File: config.mk
export PLATFORM = sky130hd
export DESIGN_NAME = rtf_top
export DESIGN_NICKNAME = d
export VERILOG_FILES = /design/src/hw/rtf_pkg.sv /design/src/hw/rtf_edge_det.sv /design/src/hw/rtf_count16.sv /design/src/hw/rtf_top.sv
export VERILOG_INCLUDE_DIRS = /design/src /design/src/hw
export SDC_FILE = /design/constraint.sdc
export NUM_CORES = 1
export LEC_CHECK = 0
export BUFFER_PORTS_ARGS = -buffer_cell sky130_fd_sc_hd__buf_2
export CAP_MARGIN = 20
export CORE_UTILIZATION = 48
export CTS_CLUSTER_SIZE = 40
export DETAILED_ROUTE_END_ITERATION = 8
export GPL_TIMING_DRIVEN = 0
export PLACE_DENSITY_LB_ADDON = 0.12
export SYNTH_ARGS = -nofsm -noshare
export SYNTH_HDL_FRONTEND = slang
export SYNTH_HIERARCHICAL = 1
export SYNTH_SLANG_ARGS = --single-unit
File: constraint.sdc
create_clock -name clk -period 2.3 [get_ports clk]
set_clock_uncertainty 0.05 [all_clocks]
set_input_delay 0.115 -clock clk [delete_from_list [all_inputs] [get_ports clk]]
set_output_delay 0.115 -clock clk [all_outputs]
set_load 0.005 [all_outputs]
File: src/hw/rtf_map.svh
// Constants for the resistor-to-frequency converter: widths, setup code fields and mode codes.
// Assumes inclusion by bare name from the converter's design files.
`ifndef RTF_MAP_SVH
`define RTF_MAP_SVH

// Data widths.
`define RTF_CNT_W 16
`define RTF_NIB_W 4
`define RTF_CODE_W 6
`define RTF_ADDR_W 8
`define RTF_NET_N 3

// Setup code bit positions.
`define RTF_BIT_REF 0
`define RTF_BIT_SENSOR 1
`define RTF_BIT_AUX 2
`define RTF_BIT_ENABLE 3
`define RTF_BIT_MODE_LO 4
`define RTF_BIT_MODE_HI 5

// Gate mode field values.
`define RTF_MODE_FIELD_SW 2'h0
`define RTF_MODE_FIELD_TIMER 2'h1
`define RTF_MODE_FIELD_EDGE 2'h2

// Reset values.
`define RTF_CNT_RST 16'h0000
`define RTF_CODE_RST 6'h00

`endif

File: src/hw/rtf_pkg.sv
// Types shared by the resistor-to-frequency converter modules.
// Assumes nothing beyond a SystemVerilog compiler.
package rtf_pkg;

  // Gate mode of the counter.
  typedef enum logic [1:0] {
    RTF_MODE_SW,
    RTF_MODE_TIMER,
    RTF_MODE_EDGE
  } rtf_mode_t;

  // Counter sequencer state.
  typedef enum logic [1:0] {
    RTF_ST_IDLE,
    RTF_ST_ARMED,
    RTF_ST_COUNTING,
    RTF_ST_DONE
  } rtf_state_t;

endpackage

File: src/hw/rtf_edge_det.sv
// Rising and falling edge detector for a signal already synchronous to clk.
// Assumes the input is sampled by clk; clk_en low freezes the history flop.
`timescale 1ns/1ps

module rtf_edge_det (
  // Clock and reset.
  input wire logic clk,
  input wire logic rst_b,
  input wire logic clk_en,
  // Watched level and its edges.
  input wire logic sig,
  output logic rise,
  output logic fall
);

  logic prev_reg;
  logic prev_next;

  // Next history value follows the input while enabled.
  always_comb begin
    prev_next = clk_en ? sig : prev_reg;
  end

  // History flop.
  always_ff @(posedge clk or negedge rst_b) begin
    if (!rst_b) begin
      prev_reg <= 1'b0;
    end else begin
      prev_reg <= prev_next;
    end
  end

  // Edges are only reported in enabled cycles.
  assign rise = clk_en & sig & ~prev_reg;
  assign fall = clk_en & ~sig & prev_reg;

endmodule // rtf_edge_det

File: src/hw/rtf_count16.sv
// Sixteen-bit up counter with synchronous clear and a wrap pulse.
// Assumes clear and inc are single-cycle requests from the sequencer.
`timescale 1ns/1ps
`include "rtf_map.svh"

module rtf_count16 (
  // Clock and reset.
  input wire logic clk,
  input wire logic rst_b,
  input wire logic clk_en,
  // Control.
  input wire logic clear,
  input wire logic inc,
  // Result.
  output logic [`RTF_CNT_W-1:0] value,
  output logic wrap
);

  logic [`RTF_CNT_W-1:0] cnt_reg;
  logic [`RTF_CNT_W-1:0] cnt_next;

  // Clear has priority over counting; the sum wraps naturally.
  always_comb begin
    cnt_next = cnt_reg;
    if (clk_en && clear) begin
      cnt_next = `RTF_CNT_RST;
    end else if (clk_en && inc) begin
      cnt_next = cnt_reg + 16'h0001;
    end
  end

  // Count register.
  always_ff @(posedge clk or negedge rst_b) begin
    if (!rst_b) begin
      cnt_reg <= `RTF_CNT_RST;
    end else begin
      cnt_reg <= cnt_next;
    end
  end

  assign value = cnt_reg;
  // Wrap fires in the cycle that rolls the count from all ones to zero.
  assign wrap = clk_en & inc & ~clear & (&cnt_reg);

endmodule // rtf_count16

File: src/hw/rtf_top.sv
// Resistor-to-frequency converter: network pin drivers, gated 16-bit counter and readout.
// Assumes setup and read strobes come from an instruction decoder as one-cycle pulses,
// all pin inputs are synchronous to clk, and the timer and generator live elsewhere.
`timescale 1ns/1ps
`include "rtf_map.svh"

// Behaviour
// - Three RC networks exist and at most one of them is ever enabled.
// - Setup codes 1h and 2h enable the reference and sensor pins, which float when disabled.
// - Codes 8h, 18h and 28h start the network and counter; before that enabled pins drive 0.
// - In software and timer modes the oscillator input edges clock the counter.
// - In software mode code 8h starts counting pin edges and code 0 stops it.
// - Four read instructions copy one part of the count to memory and the accumulator.
// - Every enable of the counter clears it to zero.
// - An overflow flag records that the count wrapped during the interval.
// - Code 9 enables the reference network and counter together; code 1 leaves it stopped.
// - Timer mode waits for the timer enable and a falling edge of its clock source.
// - Timer mode stops counting when the second timer underflows.
// - Edge mode uses the oscillator pin as gate and counts generator output edges.
// - Edge mode counting begins at the first oscillator rising edge after enabling.
// - Edge mode stops at the second rising edge and raises the halt-release request.
// - The request raises an interrupt if enabled; with halt release enabled it also releases halt and sets flag nine.
module rtf_top
  import rtf_pkg::*;
(
  // Clock, reset and freeze.
  input wire logic clk,
  input wire logic rst_b,
  input wire logic clk_en,
  // Setup instruction.
  input wire logic converter_setup_instruction,
  input wire logic [`RTF_CODE_W-1:0] setup_code,
  // Count read instructions.
  input wire logic count_read_nibble0,
  input wire logic count_read_nibble1,
  input wire logic count_read_nibble2,
  input wire logic count_read_nibble3,
  input wire logic [`RTF_ADDR_W-1:0] read_addr,
  // Memory and accumulator write port.
  output logic mem_wr_en,
  output logic [`RTF_ADDR_W-1:0] mem_wr_addr,
  output logic [`RTF_NIB_W-1:0] read_data,
  // Oscillator input and network pins.
  input wire logic osc_schmitt_input_pin,
  output logic reference_resistor_pin_o,
  output logic reference_resistor_pin_oe,
  output logic sensor_resistor_pin_o,
  output logic sensor_resistor_pin_oe,
  output logic aux_network_pin_o,
  output logic aux_network_pin_oe,
  // Second down timer and generator.
  input wire logic second_down_timer_enable,
  input wire logic second_down_timer_clk_src,
  input wire logic second_down_timer_underflow,
  input wire logic generator_output_a,
  // Halt release and interrupt control.
  input wire logic counter_interrupt_enable,
  input wire logic counter_halt_release_enable,
  input wire logic halt_request_clear,
  input wire logic start_flag_clear,
  // Status.
  output logic counter_halt_release_request,
  output logic counter_interrupt_request,
  output logic halt_release_pulse,
  output logic start_condition_flag_nine,
  output logic count_overflow_flag,
  output logic counter_running
);

  // Picks the single network to enable: reference wins, then sensor, then aux.
  function automatic logic [`RTF_NET_N-1:0] pick_network(input logic [`RTF_CODE_W-1:0] code);
    logic [`RTF_NET_N-1:0] sel;
    sel = 3'h0;
    if (code[`RTF_BIT_REF]) begin
      sel = 3'h1;
    end else if (code[`RTF_BIT_SENSOR]) begin
      sel = 3'h2;
    end else if (code[`RTF_BIT_AUX]) begin
      sel = 3'h4;
    end
    return sel;
  endfunction

  // Decodes the gate mode field; the unused value acts as software gating.
  function automatic rtf_mode_t pick_mode(input logic [`RTF_CODE_W-1:0] code);
    rtf_mode_t m;
    case (code[`RTF_BIT_MODE_HI:`RTF_BIT_MODE_LO])
      `RTF_MODE_FIELD_TIMER: m = RTF_MODE_TIMER;
      `RTF_MODE_FIELD_EDGE: m = RTF_MODE_EDGE;
      default: m = RTF_MODE_SW;
    endcase
    return m;
  endfunction

  // Sequencer and configuration state.
  rtf_state_t state_reg;
  rtf_state_t state_next;
  rtf_mode_t mode_reg;
  rtf_mode_t mode_next;
  logic [`RTF_NET_N-1:0] net_sel_reg;
  logic [`RTF_NET_N-1:0] net_sel_next;
  logic osc_on_reg;
  logic osc_on_next;
  // Flags.
  logic ovf_reg;
  logic ovf_next;
  logic hrr_reg;
  logic hrr_next;
  logic scf_reg;
  logic scf_next;
  logic hrel_reg;
  logic hrel_next;
  // Readout.
  logic rd_en_reg;
  logic rd_en_next;
  logic [`RTF_ADDR_W-1:0] rd_addr_reg;
  logic [`RTF_ADDR_W-1:0] rd_addr_next;
  logic [`RTF_NIB_W-1:0] rd_data_reg;
  logic [`RTF_NIB_W-1:0] rd_data_next;
  // Pin drive values.
  logic [`RTF_NET_N-1:0] drive_reg;
  logic [`RTF_NET_N-1:0] drive_next;
  logic [`RTF_NET_N-1:0] pin_oe;
  // Internal strobes.
  logic osc_rise;
  logic osc_fall;
  logic gen_rise;
  logic tclk_fall;
  logic cnt_clear;
  logic cnt_inc;
  logic cnt_wrap;
  logic req_set;
  logic [`RTF_CNT_W-1:0] cnt_value;
  logic [1:0] rd_sel;
  logic rd_any;

  // Edge detectors for the oscillator, generator and timer clock source.
  rtf_edge_det u_osc_edge (.clk(clk), .rst_b(rst_b), .clk_en(clk_en),
    .sig(osc_schmitt_input_pin), .rise(osc_rise), .fall(osc_fall));

  rtf_edge_det u_gen_edge (.clk(clk), .rst_b(rst_b), .clk_en(clk_en),
    .sig(generator_output_a), .rise(gen_rise), .fall());

  rtf_edge_det u_tclk_edge (.clk(clk), .rst_b(rst_b), .clk_en(clk_en),
    .sig(second_down_timer_clk_src), .rise(), .fall(tclk_fall));

  // The counter itself.
  rtf_count16 u_count (.clk(clk), .rst_b(rst_b), .clk_en(clk_en), .clear(cnt_clear),
    .inc(cnt_inc), .value(cnt_value), .wrap(cnt_wrap));

  // Sequencer: setup decode, gate handling and the end-of-interval request.
  always_comb begin
    state_next = state_reg;
    mode_next = mode_reg;
    net_sel_next = net_sel_reg;
    osc_on_next = osc_on_reg;
    cnt_clear = 1'b0;
    cnt_inc = 1'b0;
    req_set = 1'b0;
    if (clk_en) begin
      // Count sources differ by mode; edge mode counts the generator.
      if (state_reg == RTF_ST_COUNTING) begin
        if (mode_reg == RTF_MODE_EDGE) begin
          cnt_inc = gen_rise;
        end else begin
          cnt_inc = osc_rise;
        end
      end
      case (state_reg)
        RTF_ST_ARMED: begin
          if (mode_reg == RTF_MODE_TIMER) begin
            if (second_down_timer_enable && tclk_fall) begin
              state_next = RTF_ST_COUNTING;
            end
          end else if (osc_rise) begin
            state_next = RTF_ST_COUNTING;
          end
        end
        RTF_ST_COUNTING: begin
          if (mode_reg == RTF_MODE_TIMER && second_down_timer_underflow) begin
            state_next = RTF_ST_DONE;
            cnt_inc = 1'b0;
          end else if (mode_reg == RTF_MODE_EDGE && osc_rise) begin
            state_next = RTF_ST_DONE;
            cnt_inc = 1'b0;
            req_set = 1'b1;
          end
        end
        // Idle and done hold until the next setup instruction.
        default: begin
          state_next = state_reg;
        end
      endcase
      // A setup instruction overrides the gate's state and count; a same-cycle edge-mode stop still sets the request.
      if (converter_setup_instruction) begin
        net_sel_next = pick_network(setup_code);
        mode_next = pick_mode(setup_code);
        cnt_inc = 1'b0;
        if (setup_code[`RTF_BIT_ENABLE]) begin
          osc_on_next = 1'b1;
          cnt_clear = 1'b1;
          // Software gating starts at once; the other modes wait for their gate.
          if (pick_mode(setup_code) == RTF_MODE_SW) begin
            state_next = RTF_ST_COUNTING;
          end else begin
            state_next = RTF_ST_ARMED;
          end
        end else begin
          osc_on_next = 1'b0;
          state_next = RTF_ST_IDLE;
        end
      end
    end
  end

  // Sequencer registers.
  always_ff @(posedge clk or negedge rst_b) begin
    if (!rst_b) begin
      state_reg <= RTF_ST_IDLE;
      mode_reg <= RTF_MODE_SW;
      net_sel_reg <= 3'h0;
      osc_on_reg <= 1'b0;
    end else begin
      state_reg <= state_next;
      mode_reg <= mode_next;
      net_sel_reg <= net_sel_next;
      osc_on_reg <= osc_on_next;
    end
  end

  // Flags: a hardware set in the same cycle as a clear wins.
  always_comb begin
    ovf_next = ovf_reg;
    hrr_next = hrr_reg;
    scf_next = scf_reg;
    hrel_next = 1'b0;
    if (clk_en) begin
      if (cnt_clear) begin
        ovf_next = 1'b0;
      end else if (cnt_wrap) begin
        ovf_next = 1'b1;
      end
      hrr_next = req_set | (hrr_reg & ~halt_request_clear);
      scf_next = (req_set & counter_halt_release_enable) | (scf_reg & ~start_flag_clear);
      hrel_next = req_set & counter_halt_release_enable;
    end else begin
      hrel_next = hrel_reg;
    end
  end

  // Flag registers.
  always_ff @(posedge clk or negedge rst_b) begin
    if (!rst_b) begin
      ovf_reg <= 1'b0;
      hrr_reg <= 1'b0;
      scf_reg <= 1'b0;
      hrel_reg <= 1'b0;
    end else begin
      ovf_reg <= ovf_next;
      hrr_reg <= hrr_next;
      scf_reg <= scf_next;
      hrel_reg <= hrel_next;
    end
  end

  // Readout: pick the nibble named by the read instruction.
  assign rd_any = count_read_nibble0 | count_read_nibble1 | count_read_nibble2 |
    count_read_nibble3;
  always_comb begin
    rd_sel = 2'h3;
    if (count_read_nibble0) begin
      rd_sel = 2'h0;
    end else if (count_read_nibble1) begin
      rd_sel = 2'h1;
    end else if (count_read_nibble2) begin
      rd_sel = 2'h2;
    end
    rd_en_next = clk_en ? rd_any : rd_en_reg;
    rd_addr_next = rd_addr_reg;
    rd_data_next = rd_data_reg;
    if (clk_en && rd_any) begin
      rd_addr_next = read_addr;
      rd_data_next = cnt_value[rd_sel*`RTF_NIB_W +: `RTF_NIB_W];
    end
  end

  // Readout registers.
  always_ff @(posedge clk or negedge rst_b) begin
    if (!rst_b) begin
      rd_en_reg <= 1'b0;
      rd_addr_reg <= 8'h00;
      rd_data_reg <= 4'h0;
    end else begin
      rd_en_reg <= rd_en_next;
      rd_addr_reg <= rd_addr_next;
      rd_data_reg <= rd_data_next;
    end
  end

  // Network pins: enabled pin drives the inverted oscillator once started, else 0.
  generate
    for (genvar i = 0; i < `RTF_NET_N; i++) begin : g_net
      always_comb begin
        drive_next[i] = clk_en ? (osc_on_reg & net_sel_reg[i] & ~osc_schmitt_input_pin)
          : drive_reg[i];
      end
      always_ff @(posedge clk or negedge rst_b) begin
        if (!rst_b) begin
          drive_reg[i] <= 1'b0;
        end else begin
          drive_reg[i] <= drive_next[i];
        end
      end
      assign pin_oe[i] = net_sel_reg[i];
    end
  endgenerate

  // Pin and status outputs.
  assign reference_resistor_pin_o = drive_reg[`RTF_BIT_REF];
  assign reference_resistor_pin_oe = pin_oe[`RTF_BIT_REF];
  assign sensor_resistor_pin_o = drive_reg[`RTF_BIT_SENSOR];
  assign sensor_resistor_pin_oe = pin_oe[`RTF_BIT_SENSOR];
  assign aux_network_pin_o = drive_reg[`RTF_BIT_AUX];
  assign aux_network_pin_oe = pin_oe[`RTF_BIT_AUX];
  assign mem_wr_en = rd_en_reg;
  assign mem_wr_addr = rd_addr_reg;
  assign read_data = rd_data_reg;
  assign counter_halt_release_request = hrr_reg;
  assign counter_interrupt_request = hrr_reg & counter_interrupt_enable;
  assign halt_release_pulse = hrel_reg;
  assign start_condition_flag_nine = scf_reg;
  assign count_overflow_flag = ovf_reg;
  assign counter_running = (state_reg == RTF_ST_COUNTING);

endmodule // rtf_top

# Word level (Yosys, flattened, before mapping)
# Cells that the tools add are included.
[word_totals]
register_bits = 47
inputBits = 31
out_inout_bits = 25
wordCells = 111
[op_classes]
n_addsub = 1
eq_ne = 9
n_shift = 1
mux = 37
bitwise_logic = 31
reduce_logical = 14
[op_table]
columns = ["op", "count"]
rows = [
  ["$mux W16", 2],
  ["$mux W2", 13],
  ["$and A1 B1 Y1", 19],
  ["$mux W1", 17],
  ["$add A16 B1 Y16 const B", 1],
  ["$reduce_and A16 Y1", 1],
  ["$shiftx A16 B5 Y4", 1],
  ["$mux W3", 3],
  ["$ne A4 B4 Y1 const B", 2],
  ["$pmux W2 S2", 2],
  ["$not A1 Y1", 7],
  ["$eq A2 B1 Y1 const B", 3],
  ["$eq A2 B2 Y1 const B", 3],
  ["$logic_and A1 B1 Y1", 6],
  ["$or A1 B1 Y1", 5],
  ["$reduce_and A5 Y1", 1],
  ["$ne A4 B2 Y1 const B", 1],
  ["$reduce_and A2 Y1", 2],
  ["$reduce_bool A2 Y1", 2],
  ["$reduce_bool A3 Y1", 1],
  ["$logic_not A2 Y1", 1],
]

# Longest topological paths before layout
[logic_depth]
depth_word = 14
depth_mapped = 9
mapped_depth_nobuf = 9

# Hierarchy
# Netlist, hierarchy kept.
[modules_own_cells]
columns = ["mod", "instances", "cells_per_inst", "area_each_um2", "seq_area_each_um2"]
rows = [
  ["rtf_top", 1, 148, 1417.6, 700.7],
  ["rtf_count16", 1, 95, 858.3, 400.4],
  ["rtf_edge_det", 3, 4, 60.1, 25.0],
]

# Least setup slack after synthesis
# Ideal clock, no wire load.
[synth_path]
path_kind = "flip-flop to flip-flop"
from = "register mode_reg[0]"
to = "register u_count.cnt_reg[11] (netlist: u_count/value[11])"
setup_ns = 0.125
t_arrival_ns = 2.052
required_time_ns = 2.125
path_slack_ns = 0.073
stages_incl_launch_ff = 8
path_buffers = 0
synth_period_minus_slack_ns = 2.227
path_cell_list = "dfrtp_1 nor2b_1 a2111o_1 nor3_1 nand2_1 nor4_1 xnor2_1 nor2_1"
[synth_between]
elab_chain_len = 10
word_cells_on_any_way = 13
classes_between = "2 x eq/ne; 7 x mux; 4 x reduce/logical"
[synth_lines]
columns = ["element", "line", "text"]
rows = [
  ["start: declaration", "rtf_top.sv:98", "rtf_mode_t mode_reg;"],
  ["start signal: assignment", "rtf_top.sv:225", "mode_reg <= mode_next;"],
  ["$eq A2 B2 Y1", "rtf_top.sv:163, rtf_top.sv:183", ""],
  ["$mux W1", "rtf_top.sv:163", "if (mode_reg == RTF_MODE_EDGE) begin"],
  ["$mux W1", "rtf_top.sv:162", "if (state_reg == RTF_ST_COUNTING) begin"],
  ["$mux W1", "rtf_top.sv:183", "end else if (mode_reg == RTF_MODE_EDGE && osc_rise) begin"],
  ["$mux W1", "rtf_top.sv:180", "if (mode_reg == RTF_MODE_TIMER && second_down_timer_underflow) begin"],
  ["$mux W1 *", "rtf_top.sv:169", "case (state_reg)"],
  ["$mux W1 *", "rtf_top.sv:195", "if (converter_setup_instruction) begin"],
  ["$mux W1 *", "rtf_top.sv:160", "if (clk_en) begin"],
  ["named net cnt_inc", "rtf_top.sv:130", "logic cnt_inc;"],
  ["$logic_and A1 B1 Y1 *", "rtf_count16.sv:27", "end else if (clk_en && inc) begin"],
  ["$reduce_bool A2 Y1 (no line) *", "n/a", ""],
  ["end signal: assignment", "rtf_count16.sv:35", "cnt_reg <= `RTF_CNT_RST;"],
  ["end signal: assignment", "rtf_count16.sv:37", "cnt_reg <= cnt_next;"],
  ["end: declaration", "rtf_count16.sv:19", "logic [`RTF_CNT_W-1:0] cnt_reg;"],
]
# Mark *: on every way through the listed nets, which the timed path passes. The rest lies on a longest branch.
# A chain may end at the register's enable or synchronous reset.

# Worst setup path in the final report
# Ends and elaborated chain as after synthesis.

==> results.md <==
- Gpl congestion: roughly 0.84
- Most common cell after layout, fill and taps aside: buf_2
- GR Overflow Total: 0
- CP Launch Type: flop
- H-tree levels: 2
- Post-synthesis net count: approximately 290
- Die height: 73.10 um
- Relative slew slack: 62.46%
- Post-Syn Instances: around 250
- Vias in the first global route: approximately 1900
- CTS Buf Count: 5
- TritonCTS clock tree: done
- FMAX: 454.2 MHz
- Final Power: approximately 1.7 mW
- Mapped Area: about 2400 um^2
- Starting Density: around half
- Crit Path Max Fanout: 7
- Wirelength per Cell: between 10 and 15 um
- Combinational power share: between 10% and 20%
- Clk pin slew, worst setup/hold paths: about 0.08 ns
- Maxcap violations: 0
- Net Switching: around 0.43 mW
- Global-route wire length before repair: 8763 um
- Flop pwr share: between 50 and 60%
- Port Buffers: between 50 and 60
- Hpwl dp: 3703 um
- Initial antenna violation count: 0
- Power Dens Cells: around 550 nW/um^2
- Most used routing layer: met2
- Most frequent cells in the layout: buf_2, dfrtp_1, nand2_1, o21ai_0, a21oi_1
- Reg2reg path depth: 7
- Share of cells above drive strength 1: around 29%
- Worst setup EP type: flop
- Setup Slack @ Placement: -0.3084 ns
- Slew Limit Fails: 0
- I/O pin count: 56
- Die W: roughly 73 um
- Hold WC Path Type: in -> reg
- Peak supply drop: 291.6 uV
- Tmin final: about 2.2 ns
- Via density: about 5.2
- Status: complete, no violations
- Area grow syn2layout: 25.63%
- Hold Crit Depth: 2
- Largest register FFs: 16
- RSZ-0062 raised after global routing: no
- Root buf cell: clkbuf_8
- Routing usage on met3: about 4.6%
- Crit path arrival time: ~2.3 ns
- Worst slew pin tran: roughly 0.56 ns
- Clock latency on the worst-skew pair: a little under 0.3 ns
- Leakage: 1.447 nW
- Clock buffer depth: 2
- # rows: 25
- ANT cells: 0
- Layout Utilization: 63.69%
- Synth warnings: 6
- Mean Syn Cell Area: 9.627 um^2
- Fin. Hold Viols: 0
- Clock sink total: between 40 and 50
- First drt pass iteration count: 6
- Via count: 2051
- Met2 usage: between 30% and 40%
- Clock Power Share: between 20% and 30%
- Post-Route WL: ~5300 um
- Number of remaining DRC errors: 0
- Core Footprint: between 4000 and 5000 um^2
- Iteration-0 DRC Markers: 153
- Routed Antenna Nets: 0
- Internal: ~1.2 mW
- Worst Slack Setup Final: 0.09824 ns
- GR met1 Demand/Resource: between 20% and 30%
- Switching Fraction: between 20% and 30%
- Setup Crit Path Kind: reg -> reg
- Die footprint: approximately 5300 um^2
- Nets: 360
- Share of the clock period used by the worst path: between 90% and 100%
- Overall routing resource usage: 21.68%
- Setup Viol. Count Final: 0
- Largest net degree at the start of global routing: between 40 and 50
- Req. time, crit path: roughly 2.4 ns
-- metal layers --
metal | vias to the layer above | share of wire, %
li1 | 1023 | -
met1 | 960 | 47
met2 | 60 | 47
met3 | 8 | 4.2
met4 | 0 | 1.2
met5 | - | 0
-- path summary, 6_finish.rpt --
path	startpoint	endpoint	slack [ns]
worst max-delay path	mode_reg[0]$_DFFE_PN0P_	u_count/value[11]$_DFFE_PN0P_	0.1
worst min-delay path	generator_output_a	u_gen_edge/prev_reg$_DFFE_PN0P_	0.02
max in group asynchronous	rst_b	mode_reg[0]$_DFFE_PN0P_	1.39
worst min register to register	mem_wr_addr[0]$_DFFE_PN0P_	mem_wr_addr[0]$_DFFE_PN0P_	0.42
worst max register to register	mode_reg[0]$_DFFE_PN0P_	u_count/value[11]$_DFFE_PN0P_	0.1
min in group asynchronous	rst_b	halt_release_pulse$_DFFE_PN0P_	0.30
-- through the flow --
stage          cell area, um^2  instances  hold WS, ns  TNS (ns)
6_report                  3048        393      0.01536         0
5_1_grt                   3048        393     0.005167         0
4_1_cts                   2988        389     0.004093         0
3_5_place_dp              2770        371       0.2664    -3.061
3_3_place_gp              2770        371       0.2558    -2.684
2_1_floorplan             2426        252      -0.2306         0
-- power groups by stage --
stage / Clock (mW) / Sequential [mW] / Combinational [mW]
6_report: 0.500 / 0.917 / 0.259
5_1_grt: 0.551 / 0.927 / 0.293
4_1_cts: 0.523 / 0.917 / 0.255
3_5_place_dp: 0 / 0.933 / 0.237
3_3_place_gp: 0 / 0.932 / 0.234
2_1_floorplan: 0 / 0.931 / 0.128
-- critical path, cell delays in order, from the launching register on --
cell	delay, ns
dfrtp_1	0.40
nor2b_1	0.17
a2111o_1	0.48
nor3_4	0.26
nand2_2	0.19
nor4_2	0.33
xnor2_1	0.16
nor2_1	0.05
-- what timing repair did --
action                     CTS  global route
hold endpoints to repair    58             1
hold buffers                11             1
setup endpoints to repair   17            12
gates resized for setup      4             2
setup buffers                0             2
pin swaps                    0             2
-- layout make-up --
type | count | area, um^2
clock buffers | 6 | 82.58
plain buffers | 8 | 53.80
clock inverters | 1 | 5.005
inverters | 13 | 48.80
fillers | 420 | 1738
multi-input cells | 184 | 1175
well taps | 67 | 83.83
repair buffers | 67 | 422.9
flip-flops and latches | 47 | 1176
No activity file was read; power rests on OpenSTA's default activity.
